## src/hw/stp_pkg.sv

```systemverilog
// Overview of operation
// - First jog input moves counterclockwise, second jog input moves clockwise.
// - Jog-rate select picks which of two stored jog velocities applies.
// - Both jog velocities set by serial command and kept in non-volatile storage.
// - Jog step rate ramps by programmable acceleration, avoiding stall; zero acceleration jumps straight to target.
// - Counterclockwise limit blocks counterclockwise motion, clockwise still allowed.
// - Clockwise limit blocks clockwise motion, counterclockwise still allowed.
// - Low disable input switches the output power drivers off.
// - Controller gives one step pulse per step; device advances one step each.
// - After power-up, before any step, hold current level is selected.
// - A step pulse raises the winding current command to run level.
// - After the last step edge current drops to hold: 0, 15, 50, 100 percent.
// - Full, half, quarter and eighth step resolution chosen by microstep select.
// - Encoder option reuses step and direction pins as quadrature A and B.
// - Encoder option decodes quadrature into internal step and direction exactly.
// - Every edge of both channels counts, four steps per encoder slot.
// - Slow decay at low speed, fast decay at high speed, from measured rate.
// - Two-wire serial port, one receive and one transmit line, for commands.
// - Stored parameters are kept after the serial adapter is disconnected.
package stp_pkg;
  // ****************************************
  // timing
  // ****************************************
  localparam int unsigned CLK_HZ = 50_000_000;
  localparam int unsigned CLK_PERIOD_NS = 20;
  localparam int unsigned MAX_RATE_SPS = 40_000;
  localparam int unsigned STEP_PW_US = 12;
  localparam int unsigned STEP_PW_CYC = (STEP_PW_US * 1000 + CLK_PERIOD_NS - 1) / CLK_PERIOD_NS;
  localparam int unsigned HOLD_DLY_MS = 100;
  localparam int unsigned HOLD_DLY_CYC = HOLD_DLY_MS * (CLK_HZ / 1000);
  localparam int unsigned RAMP_TICK_US = 1000;
  localparam int unsigned RAMP_TICK_CYC = RAMP_TICK_US * (CLK_HZ / 1_000_000);
  localparam int unsigned DECAY_WIN_MS = 10;
  localparam int unsigned DECAY_WIN_CYC = DECAY_WIN_MS * (CLK_HZ / 1000);
  localparam int unsigned UART_BAUD = 9600;
  localparam int unsigned UART_BIT_CYC = CLK_HZ / UART_BAUD;
  // ****************************************
  // widths and values
  // ****************************************
  localparam int ACC_W = 26;
  localparam int RATE_W = 16;
  localparam int POS_W = 5;
  localparam int PCT_W = 7;
  localparam int CNT_W = 24;
  localparam logic [ACC_W-1:0] ACC_WRAP = ACC_W'(CLK_HZ);
  localparam logic [RATE_W-1:0] RATE_MAX = RATE_W'(MAX_RATE_SPS);
  localparam logic [PCT_W-1:0] RUN_PCT = 7'h64;
  localparam logic [PCT_W-1:0] HOLD_PCT_0 = 7'h00;
  localparam logic [PCT_W-1:0] HOLD_PCT_1 = 7'h0F;
  localparam logic [PCT_W-1:0] HOLD_PCT_2 = 7'h32;
  localparam logic [PCT_W-1:0] HOLD_PCT_3 = 7'h64;
  localparam logic [POS_W-1:0] FULL_STEP_UNITS = 5'h08;
  // ****************************************
  // serial commands
  // ****************************************
  localparam logic [7:0] CMD_JOG = 8'h42;
  localparam logic [7:0] CMD_DECAY = 8'h62;
  localparam logic [7:0] CMD_ACCEL = 8'h4B;
  localparam logic [7:0] CMD_STORE = 8'h53;
  localparam logic [7:0] CMD_CLEAR = 8'h43;
  localparam logic [7:0] NAK_BYTE = 8'h3F;
  localparam logic [2:0] LEN_BAD = 3'h7;
  localparam logic [2:0] LEN_JOG = 3'h4;
  localparam logic [2:0] LEN_WORD = 3'h2;
  localparam logic [2:0] LEN_NONE = 3'h0;
  // ****************************************
  // types
  // ****************************************
  typedef struct packed {
    logic [RATE_W-1:0] jog_slow;
    logic [RATE_W-1:0] jog_fast;
    logic [RATE_W-1:0] accel;
    logic [RATE_W-1:0] decay_thr;
  } stp_params_t;
  localparam stp_params_t PARAMS_DEFAULT = '{16'h03E8, 16'h1388, 16'h0064, 16'h0032};
  typedef struct packed {
    logic step;
    logic dir;
    logic jog_ccw;
    logic jog_cw;
    logic jog_rate;
    logic lim_ccw;
    logic lim_cw;
    logic disable_n;
    logic rxd;
  } stp_pins_t;
  typedef enum logic [1:0] {RX_IDLE = 2'b00, RX_START = 2'b01, RX_DATA = 2'b10,
                            RX_STOP = 2'b11} stp_rx_st_t;
  typedef enum logic {TX_IDLE = 1'b0, TX_SEND = 1'b1} stp_tx_st_t;
  typedef enum logic {CMD_WAIT = 1'b0, CMD_PAY = 1'b1} stp_cmd_st_t;
  // standstill percentage for each select code
  function automatic logic [PCT_W-1:0] hold_pct(input logic [1:0] sel);
    case (sel)
      2'h0: hold_pct = HOLD_PCT_0;
      2'h1: hold_pct = HOLD_PCT_1;
      2'h2: hold_pct = HOLD_PCT_2;
      default: hold_pct = HOLD_PCT_3;
    endcase
  endfunction
  // payload byte count of a command byte
  function automatic logic [2:0] cmd_len(input logic [7:0] cmd);
    case (cmd)
      CMD_JOG: cmd_len = LEN_JOG;
      CMD_ACCEL: cmd_len = LEN_WORD;
      CMD_DECAY: cmd_len = LEN_WORD;
      CMD_STORE: cmd_len = LEN_NONE;
      CMD_CLEAR: cmd_len = LEN_NONE;
      default: cmd_len = LEN_BAD;
    endcase
  endfunction
endpackage

```

## src/hw/stp_sync.sv

```systemverilog
`timescale 1ns/100ps
module stp_sync #(
  parameter int W = 1
) (
  input wire logic clk_i, // system clock
  input wire logic rst_n_i, // synchronous reset, active low
  input wire logic [W-1:0] d_i, // asynchronous levels
  output logic [W-1:0] q_o // synchronised levels
);
  // ****************************************
  // two-stage synchroniser per bit
  // ****************************************
  for (genvar i = 0; i < W; i++) begin : g_bit
    logic meta_q;
    logic sync_q;
    // first stage feeds only the second
    always_ff @(posedge clk_i) begin
      if (!rst_n_i) begin
        meta_q <= 1'b0;
        sync_q <= 1'b0;
      end else begin
        meta_q <= d_i[i];
        sync_q <= meta_q;
      end
    end
    assign q_o[i] = sync_q;
  end
endmodule

```

## src/hw/stp_ctrl.sv

```systemverilog
`timescale 1ns/100ps
module stp_ctrl #(
  parameter int unsigned HOLD_CYC = stp_pkg::HOLD_DLY_CYC, // standstill delay
  parameter int unsigned TICK_CYC = stp_pkg::RAMP_TICK_CYC, // ramp update period
  parameter int unsigned WIN_CYC = stp_pkg::DECAY_WIN_CYC, // rate gate window
  parameter int unsigned BIT_CYC = stp_pkg::UART_BIT_CYC // serial bit time
) (
  input wire logic SYS_CLK_I, // system clock
  input wire logic RST_N_I, // synchronous reset, active low
  input wire logic STEP_I, // step clock, or channel a
  input wire logic DIR_I, // direction, high cw, or channel b
  input wire logic ENC_MODE_I, // high selects encoder following
  input wire logic JOG_CCW_I, // jog counterclockwise
  input wire logic JOG_CW_I, // jog clockwise
  input wire logic JOG_RATE_SELECT_I, // high picks fast jog speed
  input wire logic LIM_CCW_I, // blocks ccw motion
  input wire logic LIM_CW_I, // blocks cw motion
  input wire logic DISABLE_N_I, // low turns power drivers off
  input wire logic [1:0] MICROSTEP_SELECT_I, // 0 full .. 3 eighth
  input wire logic [1:0] STANDSTILL_CURRENT_SELECT_I, // hold level code
  input wire logic RXD_I, // serial receive
  input wire stp_pkg::stp_params_t NV_DATA_I, // stored parameters
  output logic STEP_O, // step pulse to phase sequencer
  output logic DIR_O, // direction of last step, high cw
  output logic [stp_pkg::POS_W-1:0] POS_O, // microstep phase index
  output logic RUN_CUR_O, // high while at run current
  output logic [stp_pkg::PCT_W-1:0] CUR_PCT_O, // current command, percent
  output logic DECAY_CHOICE_O, // high selects fast decay
  output logic DRV_EN_O, // power driver enable
  output logic TXD_O, // serial transmit
  output logic NV_WR_O, // store pulse to nv memory
  output stp_pkg::stp_params_t NV_DATA_O // working parameters
);
  import stp_pkg::*;

  // ****************************************
  // input synchronisation
  // ****************************************
  stp_pins_t pins_raw;
  stp_pins_t s;
  assign pins_raw = {STEP_I, DIR_I, JOG_CCW_I, JOG_CW_I, JOG_RATE_SELECT_I, LIM_CCW_I,
                     LIM_CW_I, DISABLE_N_I, RXD_I};
  stp_sync #(.W($bits(stp_pins_t))) u_sync (
    .clk_i(SYS_CLK_I),
    .rst_n_i(RST_N_I),
    .d_i(pins_raw),
    .q_o(s)
  );

  // ****************************************
  // external step and quadrature decode
  // ****************************************
  logic a_prev_q, b_prev_q, ext_ev, ext_cw;
  // step edge, or any single-channel quadrature edge
  always_comb begin
    ext_ev = 1'b0;
    ext_cw = s.dir;
    if (ENC_MODE_I) begin
      ext_ev = (s.step ^ a_prev_q) ^ (s.dir ^ b_prev_q);
      ext_cw = a_prev_q ^ s.dir;
    end else begin
      ext_ev = s.step & ~a_prev_q;
    end
  end
  always_ff @(posedge SYS_CLK_I) begin
    if (!RST_N_I) begin
      a_prev_q <= 1'b0;
      b_prev_q <= 1'b0;
    end else begin
      a_prev_q <= s.step;
      b_prev_q <= s.dir;
    end
  end

  // ****************************************
  // jog ramp and rate generator
  // ****************************************
  stp_params_t params_q, params_d;
  logic [RATE_W-1:0] rate_q, rate_d, target, speed;
  logic [ACC_W-1:0] acc_q, acc_d;
  logic [ACC_W:0] sum;
  logic [CNT_W-1:0] tick_q, tick_d;
  logic mdir_q, mdir_d, ccw_ok, cw_ok, want, tick_end, jog_ev;
  // target follows jog inputs, rate moves toward it by accel each tick
  always_comb begin
    ccw_ok = s.jog_ccw & ~s.jog_cw & ~s.lim_ccw;
    cw_ok = s.jog_cw & ~s.jog_ccw & ~s.lim_cw;
    speed = s.jog_rate ? params_q.jog_fast : params_q.jog_slow;
    if (speed > RATE_MAX) speed = RATE_MAX;
    mdir_d = mdir_q;
    if (rate_q == '0) mdir_d = cw_ok ? 1'b1 : (ccw_ok ? 1'b0 : mdir_q);
    want = mdir_d ? cw_ok : ccw_ok;
    target = want ? speed : '0;
    tick_end = (tick_q == CNT_W'(TICK_CYC - 1));
    tick_d = tick_end ? '0 : tick_q + 1'b1;
    rate_d = rate_q;
    if (tick_end) begin
      if (params_q.accel == '0) rate_d = target;
      else if (rate_q < target)
        rate_d = (target - rate_q > params_q.accel) ? rate_q + params_q.accel : target;
      else if (rate_q > target)
        rate_d = (rate_q - target > params_q.accel) ? rate_q - params_q.accel : target;
    end
    sum = {1'b0, acc_q} + (ACC_W + 1)'(rate_q);
    jog_ev = 1'b0;
    acc_d = '0;
    if (rate_q != '0) begin
      if (sum >= {1'b0, ACC_WRAP}) begin
        jog_ev = 1'b1;
        acc_d = ACC_W'(sum - {1'b0, ACC_WRAP});
      end else begin
        acc_d = sum[ACC_W-1:0];
      end
    end
  end
  always_ff @(posedge SYS_CLK_I) begin
    if (!RST_N_I) begin
      rate_q <= '0;
      acc_q <= '0;
      tick_q <= '0;
      mdir_q <= 1'b0;
    end else begin
      rate_q <= rate_d;
      acc_q <= acc_d;
      tick_q <= tick_d;
      mdir_q <= mdir_d;
    end
  end

  // ****************************************
  // step output, limits and position
  // ****************************************
  logic fire_cw, step_fire, step_q, step_d, dir_q, dir_d;
  logic [POS_W-1:0] pos_q, pos_d, inc;
  logic [CNT_W-1:0] pw_q, pw_d;
  // external steps win a tie with jog steps
  always_comb begin
    fire_cw = ext_ev ? ext_cw : mdir_q;
    step_fire = (ext_ev | jog_ev) & ~(fire_cw ? s.lim_cw : s.lim_ccw);
    inc = FULL_STEP_UNITS >> MICROSTEP_SELECT_I;
    step_d = step_q;
    dir_d = dir_q;
    pos_d = pos_q;
    pw_d = pw_q;
    if (step_fire) begin
      step_d = 1'b1;
      dir_d = fire_cw;
      pw_d = CNT_W'(STEP_PW_CYC - 1);
      pos_d = fire_cw ? pos_q + inc : pos_q - inc;
    end else if (pw_q != '0) begin
      pw_d = pw_q - 1'b1;
    end else begin
      step_d = 1'b0;
    end
  end
  always_ff @(posedge SYS_CLK_I) begin
    if (!RST_N_I) begin
      step_q <= 1'b0;
      dir_q <= 1'b0;
      pos_q <= '0;
      pw_q <= '0;
    end else begin
      step_q <= step_d;
      dir_q <= dir_d;
      pos_q <= pos_d;
      pw_q <= pw_d;
    end
  end
  assign STEP_O = step_q;
  assign DIR_O = dir_q;
  assign POS_O = pos_q;

  // ****************************************
  // run and hold current, decay, enable
  // ****************************************
  logic run_q, run_d, fast_q, fast_d, en_q;
  logic [PCT_W-1:0] pct_q, pct_d;
  logic [CNT_W-1:0] idle_q, idle_d, win_q, win_d;
  logic [RATE_W-1:0] cnt_q, cnt_d;
  // run on any step, hold after a quiet delay; decay from steps per window
  always_comb begin
    run_d = run_q;
    idle_d = '0;
    if (step_fire) run_d = 1'b1;
    else if (run_q) begin
      if (idle_q == CNT_W'(HOLD_CYC - 1)) run_d = 1'b0;
      else idle_d = idle_q + 1'b1;
    end
    pct_d = run_d ? RUN_PCT : hold_pct(STANDSTILL_CURRENT_SELECT_I);
    fast_d = fast_q;
    cnt_d = (cnt_q == '1) ? cnt_q : cnt_q + RATE_W'(step_fire);
    win_d = win_q + 1'b1;
    if (win_q == CNT_W'(WIN_CYC - 1)) begin
      fast_d = (params_q.decay_thr != '0) && (cnt_q >= params_q.decay_thr);
      cnt_d = RATE_W'(step_fire);
      win_d = '0;
    end
  end
  always_ff @(posedge SYS_CLK_I) begin
    if (!RST_N_I) begin
      run_q <= 1'b0;
      idle_q <= '0;
      pct_q <= HOLD_PCT_0;
      fast_q <= 1'b0;
      cnt_q <= '0;
      win_q <= '0;
      en_q <= 1'b0;
    end else begin
      run_q <= run_d;
      idle_q <= idle_d;
      pct_q <= pct_d;
      fast_q <= fast_d;
      cnt_q <= cnt_d;
      win_q <= win_d;
      en_q <= s.disable_n;
    end
  end
  assign RUN_CUR_O = run_q;
  assign CUR_PCT_O = pct_q;
  assign DECAY_CHOICE_O = fast_q;
  assign DRV_EN_O = en_q;

  // ****************************************
  // serial receiver
  // ****************************************
  stp_rx_st_t rx_st_q, rx_st_d;
  logic [CNT_W-1:0] rx_cnt_q, rx_cnt_d;
  logic [2:0] rx_bit_q, rx_bit_d;
  logic [7:0] rx_sh_q, rx_sh_d;
  logic rx_vld_q, rx_vld_d;
  // mid-bit sampling, frame dropped on bad start or stop bit
  always_comb begin
    rx_st_d = rx_st_q;
    rx_cnt_d = rx_cnt_q + 1'b1;
    rx_bit_d = rx_bit_q;
    rx_sh_d = rx_sh_q;
    rx_vld_d = 1'b0;
    case (rx_st_q)
      RX_IDLE: begin
        rx_cnt_d = '0;
        if (!s.rxd) rx_st_d = RX_START;
      end
      RX_START: begin
        if (rx_cnt_q == CNT_W'(BIT_CYC / 2 - 1)) begin
          rx_cnt_d = '0;
          rx_bit_d = '0;
          rx_st_d = s.rxd ? RX_IDLE : RX_DATA;
        end
      end
      RX_DATA: begin
        if (rx_cnt_q == CNT_W'(BIT_CYC - 1)) begin
          rx_cnt_d = '0;
          rx_sh_d = {s.rxd, rx_sh_q[7:1]};
          rx_bit_d = rx_bit_q + 1'b1;
          if (rx_bit_q == 3'h7) rx_st_d = RX_STOP;
        end
      end
      RX_STOP: begin
        if (rx_cnt_q == CNT_W'(BIT_CYC - 1)) begin
          rx_vld_d = s.rxd;
          rx_st_d = RX_IDLE;
        end
      end
      default: rx_st_d = RX_IDLE;
    endcase
  end
  always_ff @(posedge SYS_CLK_I) begin
    if (!RST_N_I) begin
      rx_st_q <= RX_IDLE;
      rx_cnt_q <= '0;
      rx_bit_q <= '0;
      rx_sh_q <= '0;
      rx_vld_q <= 1'b0;
    end else begin
      rx_st_q <= rx_st_d;
      rx_cnt_q <= rx_cnt_d;
      rx_bit_q <= rx_bit_d;
      rx_sh_q <= rx_sh_d;
      rx_vld_q <= rx_vld_d;
    end
  end

  // ****************************************
  // command parser and parameter store
  // ****************************************
  stp_cmd_st_t cmd_st_q, cmd_st_d;
  logic [7:0] cmd_q, cmd_d, ex_cmd, tx_byte_q, tx_byte_d;
  logic [2:0] left_q, left_d;
  logic [31:0] pay_q, pay_d;
  logic load_q, nv_wr_q, nv_wr_d, tx_req_q, tx_req_d, do_ex;
  // command byte then big-endian payload; known commands answered by their echo, unknown bytes by NAK_BYTE
  always_comb begin
    cmd_st_d = cmd_st_q;
    cmd_d = cmd_q;
    left_d = left_q;
    pay_d = pay_q;
    params_d = params_q;
    nv_wr_d = 1'b0;
    tx_req_d = 1'b0;
    tx_byte_d = tx_byte_q;
    do_ex = 1'b0;
    ex_cmd = cmd_q;
    if (load_q) begin
      params_d = NV_DATA_I;
    end else if (rx_vld_q) begin
      case (cmd_st_q)
        CMD_WAIT: begin
          cmd_d = rx_sh_q;
          ex_cmd = rx_sh_q;
          left_d = cmd_len(rx_sh_q);
          if (left_d == LEN_BAD) begin
            tx_req_d = 1'b1;
            tx_byte_d = NAK_BYTE;
          end else if (left_d == LEN_NONE) do_ex = 1'b1;
          else cmd_st_d = CMD_PAY;
        end
        CMD_PAY: begin
          pay_d = {pay_q[23:0], rx_sh_q};
          left_d = left_q - 1'b1;
          if (left_q == 3'h1) begin
            do_ex = 1'b1;
            cmd_st_d = CMD_WAIT;
          end
        end
        default: cmd_st_d = CMD_WAIT;
      endcase
    end
    if (do_ex) begin
      tx_req_d = 1'b1;
      tx_byte_d = ex_cmd;
      case (ex_cmd)
        CMD_JOG: begin
          params_d.jog_slow = pay_d[31:16];
          params_d.jog_fast = pay_d[15:0];
        end
        CMD_ACCEL: params_d.accel = pay_d[15:0];
        CMD_DECAY: params_d.decay_thr = pay_d[15:0];
        CMD_STORE: nv_wr_d = 1'b1;
        CMD_CLEAR: params_d = PARAMS_DEFAULT;
        default: tx_byte_d = NAK_BYTE;
      endcase
    end
  end
  always_ff @(posedge SYS_CLK_I) begin
    if (!RST_N_I) begin
      cmd_st_q <= CMD_WAIT;
      cmd_q <= '0;
      left_q <= '0;
      pay_q <= '0;
      params_q <= PARAMS_DEFAULT;
      load_q <= 1'b1;
      nv_wr_q <= 1'b0;
      tx_req_q <= 1'b0;
      tx_byte_q <= '0;
    end else begin
      cmd_st_q <= cmd_st_d;
      cmd_q <= cmd_d;
      left_q <= left_d;
      pay_q <= pay_d;
      params_q <= params_d;
      load_q <= 1'b0;
      nv_wr_q <= nv_wr_d;
      tx_req_q <= tx_req_d;
      tx_byte_q <= tx_byte_d;
    end
  end
  assign NV_WR_O = nv_wr_q;
  assign NV_DATA_O = params_q;

  // ****************************************
  // serial transmitter
  // ****************************************
  stp_tx_st_t tx_st_q, tx_st_d;
  logic [CNT_W-1:0] tx_cnt_q, tx_cnt_d;
  logic [3:0] tx_bit_q, tx_bit_d;
  logic [9:0] tx_sh_q, tx_sh_d;
  // one answer byte at a time; a request while busy is dropped
  always_comb begin
    tx_st_d = tx_st_q;
    tx_cnt_d = '0;
    tx_bit_d = tx_bit_q;
    tx_sh_d = tx_sh_q;
    case (tx_st_q)
      TX_IDLE: begin
        tx_sh_d = '1;
        if (tx_req_q) begin
          tx_sh_d = {1'b1, tx_byte_q, 1'b0};
          tx_bit_d = '0;
          tx_st_d = TX_SEND;
        end
      end
      TX_SEND: begin
        tx_cnt_d = tx_cnt_q + 1'b1;
        if (tx_cnt_q == CNT_W'(BIT_CYC - 1)) begin
          tx_cnt_d = '0;
          tx_sh_d = {1'b1, tx_sh_q[9:1]};
          tx_bit_d = tx_bit_q + 1'b1;
          if (tx_bit_q == 4'h9) tx_st_d = TX_IDLE;
        end
      end
      default: tx_st_d = TX_IDLE;
    endcase
  end
  always_ff @(posedge SYS_CLK_I) begin
    if (!RST_N_I) begin
      tx_st_q <= TX_IDLE;
      tx_cnt_q <= '0;
      tx_bit_q <= '0;
      tx_sh_q <= '1;
    end else begin
      tx_st_q <= tx_st_d;
      tx_cnt_q <= tx_cnt_d;
      tx_bit_q <= tx_bit_d;
      tx_sh_q <= tx_sh_d;
    end
  end
  assign TXD_O = tx_sh_q[0];

  // ****************************************
  // assertions
  // ****************************************
  property p_drv_off;
    @(posedge SYS_CLK_I) disable iff (!RST_N_I) !s.disable_n |=> !DRV_EN_O;
  endproperty
  a_drv_off: assert property (p_drv_off) else $error("driver on while disabled");
  property p_lim_ccw;
    @(posedge SYS_CLK_I) disable iff (!RST_N_I) s.lim_ccw && step_fire |-> fire_cw;
  endproperty
  a_lim_ccw: assert property (p_lim_ccw) else $error("ccw step past ccw limit");
  property p_lim_cw;
    @(posedge SYS_CLK_I) disable iff (!RST_N_I) s.lim_cw && step_fire |-> !fire_cw;
  endproperty
  a_lim_cw: assert property (p_lim_cw) else $error("cw step past cw limit");
  property p_hold_boot;
    @(posedge SYS_CLK_I) disable iff (!RST_N_I)
      $rose(RST_N_I) ##0 !step_fire [*2] |-> !RUN_CUR_O;
  endproperty
  a_hold_boot: assert property (p_hold_boot) else $error("run current before step");
  property p_run_up;
    @(posedge SYS_CLK_I) disable iff (!RST_N_I) step_fire |=> RUN_CUR_O && CUR_PCT_O == RUN_PCT;
  endproperty
  a_run_up: assert property (p_run_up) else $error("no run current after step");
  property p_hold_down;
    @(posedge SYS_CLK_I) disable iff (!RST_N_I)
      run_q && idle_q == CNT_W'(HOLD_CYC - 1) && !step_fire |=>
        !RUN_CUR_O && CUR_PCT_O == hold_pct($past(STANDSTILL_CURRENT_SELECT_I));
  endproperty
  a_hold_down: assert property (p_hold_down) else $error("hold level not reached");
  property p_ramp;
    @(posedge SYS_CLK_I) disable iff (!RST_N_I)
      $past(params_q.accel) != '0 && !$past(load_q) |->
        (rate_q >= $past(rate_q) ? rate_q - $past(rate_q) : $past(rate_q) - rate_q)
          <= $past(params_q.accel);
  endproperty
  a_ramp: assert property (p_ramp) else $error("jog rate jumped");
  property p_pos;
    @(posedge SYS_CLK_I) disable iff (!RST_N_I)
      step_fire |=> POS_O == ($past(fire_cw) ? $past(pos_q) + $past(inc)
                                             : $past(pos_q) - $past(inc)) && STEP_O;
  endproperty
  a_pos: assert property (p_pos) else $error("position not advanced one step");
  property p_quad;
    @(posedge SYS_CLK_I) disable iff (!RST_N_I)
      ENC_MODE_I && (s.step != a_prev_q) && (s.dir == b_prev_q) && !s.lim_cw && !s.lim_ccw
        |-> step_fire && fire_cw == (a_prev_q ^ s.dir);
  endproperty
  a_quad: assert property (p_quad) else $error("quadrature edge lost");
endmodule

```

## config.mk

```make
export PLATFORM = sky130hd
export DESIGN_NAME = stp_ctrl
export DESIGN_NICKNAME = d
export VERILOG_FILES = /design/src/hw/stp_pkg.sv /design/src/hw/stp_sync.sv /design/src/hw/stp_ctrl.sv
export SDC_FILE = /design/constraint.sdc
export NUM_CORES = 1
export LEC_CHECK = 0
export BUFFER_PORTS_ARGS = -buffer_cell sky130_fd_sc_hd__buf_2
export CAP_MARGIN = 20
export CORE_AREA = 2 2 205 207
export DETAILED_ROUTE_END_ITERATION = 12
export DIE_AREA = 0 0 207 209
export PLACE_DENSITY = 0.79
export SLEW_MARGIN = 25
export SYNTH_ARGS = -nofsm -noshare
export SYNTH_HDL_FRONTEND = slang
export SYNTH_SLANG_ARGS = --single-unit
export TNS_END_PERCENT = 50
```

## constraint.sdc

```tcl
create_clock -name SYS_CLK_I -period 15.6 [get_ports SYS_CLK_I]
set_input_delay 1.56 -clock SYS_CLK_I [delete_from_list [all_inputs] [get_ports SYS_CLK_I]]
set_output_delay 1.56 -clock SYS_CLK_I [all_outputs]
set_load 0.005 [all_outputs]
```

==> flow_summary.json <==
{
  "r2r-start": "rate_q[1]$_SDFFE_PN0P_",
  "dp_hpwl_um": 47180,
  "cts_tree": "yes",
  "grt_use_total_pct": 28.44,
  "startpoint_type": "flip-flop",
  "clock_skew_ns": 0.04216,
  "synthSimpleGateAreaFrac_pct": 22.13,
  "syn_avg_cell_area_um2": 8.304,
  "clk_pin_slew_ns": 0.06,
  "wire_per_inst_um": 18.87,
  "hold_violations": 0,
  "root_buffer": "clkbuf_16",
  "antenna_found_initial": 5,
  "ctsHoldBuffers": 0,
  "gp_congestion": 1.002,
  "final.setup.tns_ns": 0,
  "maxSlewViolCount": 0,
  "maxCapViolCount": 0,
  "min_to": "u_sync.g_bit[8].sync_q$_SDFF_PN0_",
  "dr.pass1.iters": 6,
  "worst_ep_arrival_time_ns": 9.04,
  "wl_um": 63560,
  "critPathMaxStageDelay_ns": 0.93,
  "ys_seq_area_share_pct": 34.66,
  "yosysWarnings": 0,
  "synthCells": 2685,
  "cts_inserted_buffers": 42,
  "nets": 3027,
  "critPathBufInv": 2,
  "placementRows": 75,
  "slowest_stage": "o31ai_1",
  "cp-end-kind": "flip-flop",
  "port_buffers": 162,
  "max-vdd-ir-drop_mv": 0.08410,
  "rrSetupSlack_ns": 7.01,
  "ys_types": 93,
  "synth_edf_count": 0,
  "async_reset_ff_share_pct": 0,
  "drcViolationCount": 0,
  "grt_pass1_vias": 19800,
  "rsz0062_at_grt": "false",
  "synth_area_leaders": "dfxtp_1 35%, ha_1 8.3%, nor2_1 5.2%, xnor2_1 4.1%, mux2i_1 3.8%",
  "clock_path_buffers": 3,
  "synth_seq_cells": 386,
  "start_util_pct": 54.00,
  "cp_top_family": "compound AO/OA/AOI/OAI gates",
  "fillers": 3642,
  "ys_top_cells_by_count": "386 x dfxtp_1, 310 x nor2_1, 207 x nand2_1",
  "p_per_area_nw_per_um2": 103.9,
  "core_area_um2": 41290,
  "run_status": "finished, final reports clean",
  "drive_gt1_share_pct": 11.78,
  "worst_pin_slew_ns": 1.132,
  "ys.flop_type": "dfxtp_1",
  "synth_xor_area_share_pct": 7.654,
  "post-place-cells": 3288,
  "htreeDepth": 2,
  "path_max_fanout": 12,
  "synth.most_common_cell": "dfxtp_1",
  "dieArea_um2": 43260,
  "yosys.area_share.adder_pct": 8.844,
  "r2r-end": "rate_q[15]$_SDFFE_PN0P_",
  "fin_crit_ns": 8.589,
  "grt_pass1_wl_um": 101200,
  "drtAntennaViolNets": 0,
  "ioPinCount": 163,
  "synth_compound_area_share_pct": 17.21,
  "viasPerCell": 6.026,
  "synth_mux_area_share_pct": 4.826,
  "synth_top_area_share_pct": 34.66,
  "grt_start_max_net_pins": 60,
  "synth_top_area_cell": "dfxtp_1",
  "crit_required_ns": 16.05,
  "fp.dieH_um": 209,
  "finalSetupViolations": 0,
  "crit_type": "flip-flop to flip-flop",
  "cts_setup_buffers": 0,
  "areaGrowthSynthToFinish_pct": 11.77,
  "clkLatencyLatePin_ns": 0.59,
  "slew_headroom_pct": 23.86,
  "vias": 20300,
  "drt_iter0_markers": 1570,
  "hold_path_class": "flip-flop to flip-flop",
  "leakage_uw": 0.01032,
  "worstHoldPathCells": 1,
  "die_width_um": 207,
  "period_share_pct": 55.06,
  "r2r_cells": 30,
  "cts_resized": 0,
  "synth_top_family_by_area": "simple AND/OR/NAND/NOR gates",
  "post_layout_nonfiller_instances": 3369,
  "timing.fmax_mhz": 116.4,
  "gr-total-overflow": 0,
  "synth_fp_nets": 2919,
  "syn-cell-area_um2": 22300,
  "cts_sinks": 386,
  "min_from": "u_sync.g_bit[8].meta_q$_SDFF_PN0_"
}
## registers in the layout, summed over array words and instances, names as in the netlist, 5 cells and up, named ones only
register,cells
u_sync.g_bit.sync_q,9
tx_sh_q,9
idle_q,24
rx_sh_q,8
acc_q,26
NV_DATA_O,64
rx_cnt_q,24
cnt_q,16
u_sync.g_bit.meta_q,9
tx_byte_q,8
pw_q,24
tick_q,24
CUR_PCT_O,6
POS_O,5
win_q,24
rate_q,16
cmd_q,8
pay_q,32
tx_cnt_q,24
## worst register-to-register path, delay by kind of cell (launching register included)
| family | cells | cell delay [ns] |
|---|---|---|
| AOI/OAI and AO/OA | 15 | 4.44 |
| xor gates and xnor gates | 1 | 0.17 |
| adders and majority gates | 2 | 0.52 |
| buffers and inverters | 2 | 0.54 |
| DFF | 1 | 0.44 |
| and+or+nand+nor | 10 | 2.38 |
## per-layer routing
layer	up-vias	global-route usage, %	wire (µm)
met1	9642	34.89	26110
met3	168	5.005	4628
met5	-	0	8
met4	2	14.16	2840
li1	9745	-	-
met2	743	48.14	29970
## final cells by class
class / instances / area, µm² / share of cell area [%]
repair buffers: 181 / 953.4 / 3.826
multi-input cells: 2032 / 13540 / 54.33
well taps: 539 / 674.4 / 2.706
clock inverters: 17 / 230.2 / 0.9238
diodes: 4 / 10.01 / 0.04016
flip-flops and latches: 386 / 7731 / 31.02
clock buffers: 60 / 1219 / 4.890
inverters: 150 / 564.3 / 2.264
## per-stage QoR
step | util [%] | hold WS (ns) | total power [µW] | instance area (µm²) | setup WS [ns]
3_5_place_dp | 56.81 | 0.4209 | 1572 | 23460 | 7.314
4_1_cts | 60.32 | 0.4328 | 2599 | 24900 | 7.273
2_1_floorplan | - | 0.4119 | 1444 | 22300 | 9.521
6_report | 60.36 | 0.4247 | 2590 | 24920 | 7.011
3_3_place_gp | 56.81 | 0.4167 | 1555 | 23460 | 7.454
5_1_grt | 60.36 | 0.4572 | 2700 | 24920 | 6.350
## how the worst max path moves through the flow
stage / endpoint / slack, ns / start / cells after the start
final: rate_q[15]$_SDFFE_PN0P_ / 7.01 / rate_q[1]$_SDFFE_PN0P_ / 30
after floorplan: rate_q[12]$_SDFFE_PN0P_ / 9.52 / rate_q[1]$_SDFFE_PN0P_ / 31
after global placement: rate_q[15]$_SDFFE_PN0P_ / 7.45 / rate_q[1]$_SDFFE_PN0P_ / 30
after global routing: rate_q[15]$_SDFFE_PN0P_ / 6.35 / rate_q[1]$_SDFFE_PN0P_ / 30
after CTS: rate_q[15]$_SDFFE_PN0P_ / 7.27 / rate_q[1]$_SDFFE_PN0P_ / 30
after detailed placement: rate_q[15]$_SDFFE_PN0P_ / 7.31 / rate_q[1]$_SDFFE_PN0P_ / 30
## cells in the final DEF, fill, tap and decap left out, drive strengths merged, types with 18 or more instances in the layout
| master | count |
|---|---|
| nand3 | 107 |
| nand4 | 42 |
| a21oi | 167 |
| xor2 | 90 |
| nor3 | 87 |
| nor2 | 310 |
| clkbuf | 60 |
| a211oi | 18 |
| nor4 | 36 |
| o22ai | 40 |
| o211ai | 23 |
| buf | 181 |
| xnor2 | 104 |
| nor2b | 23 |
| and2 | 33 |
| nand2 | 207 |
| o21ai | 97 |
| a21o | 40 |
| inv | 150 |
| or3 | 28 |
| mux2 | 20 |
| dfxtp | 386 |
| nand2b | 25 |
| and3 | 47 |
| a31oi | 20 |
| ha | 148 |
| mux2i | 85 |
## kinds of logic (layout without fill, tap and decap cells)
logic type,Yosys count,in the layout
fa+ha+maj,154,154
other cells,0,4
mux,105,105
flops,386,386
compound gates,569,569
xor+xnor,194,194
buf+inv,267,408
simple gates,1010,1010
## report_power, final
part / total, µW / internal, µW / leakage (µW) / switching (µW)
combinational: 481 / 207 / 0.00647 / 274
clock: 1030 / 601 / 0.000712 / 427
sequential: 1080 / 1030 / 0.00313 / 49.3
No activity file was read; power rests on OpenSTA's default activity.
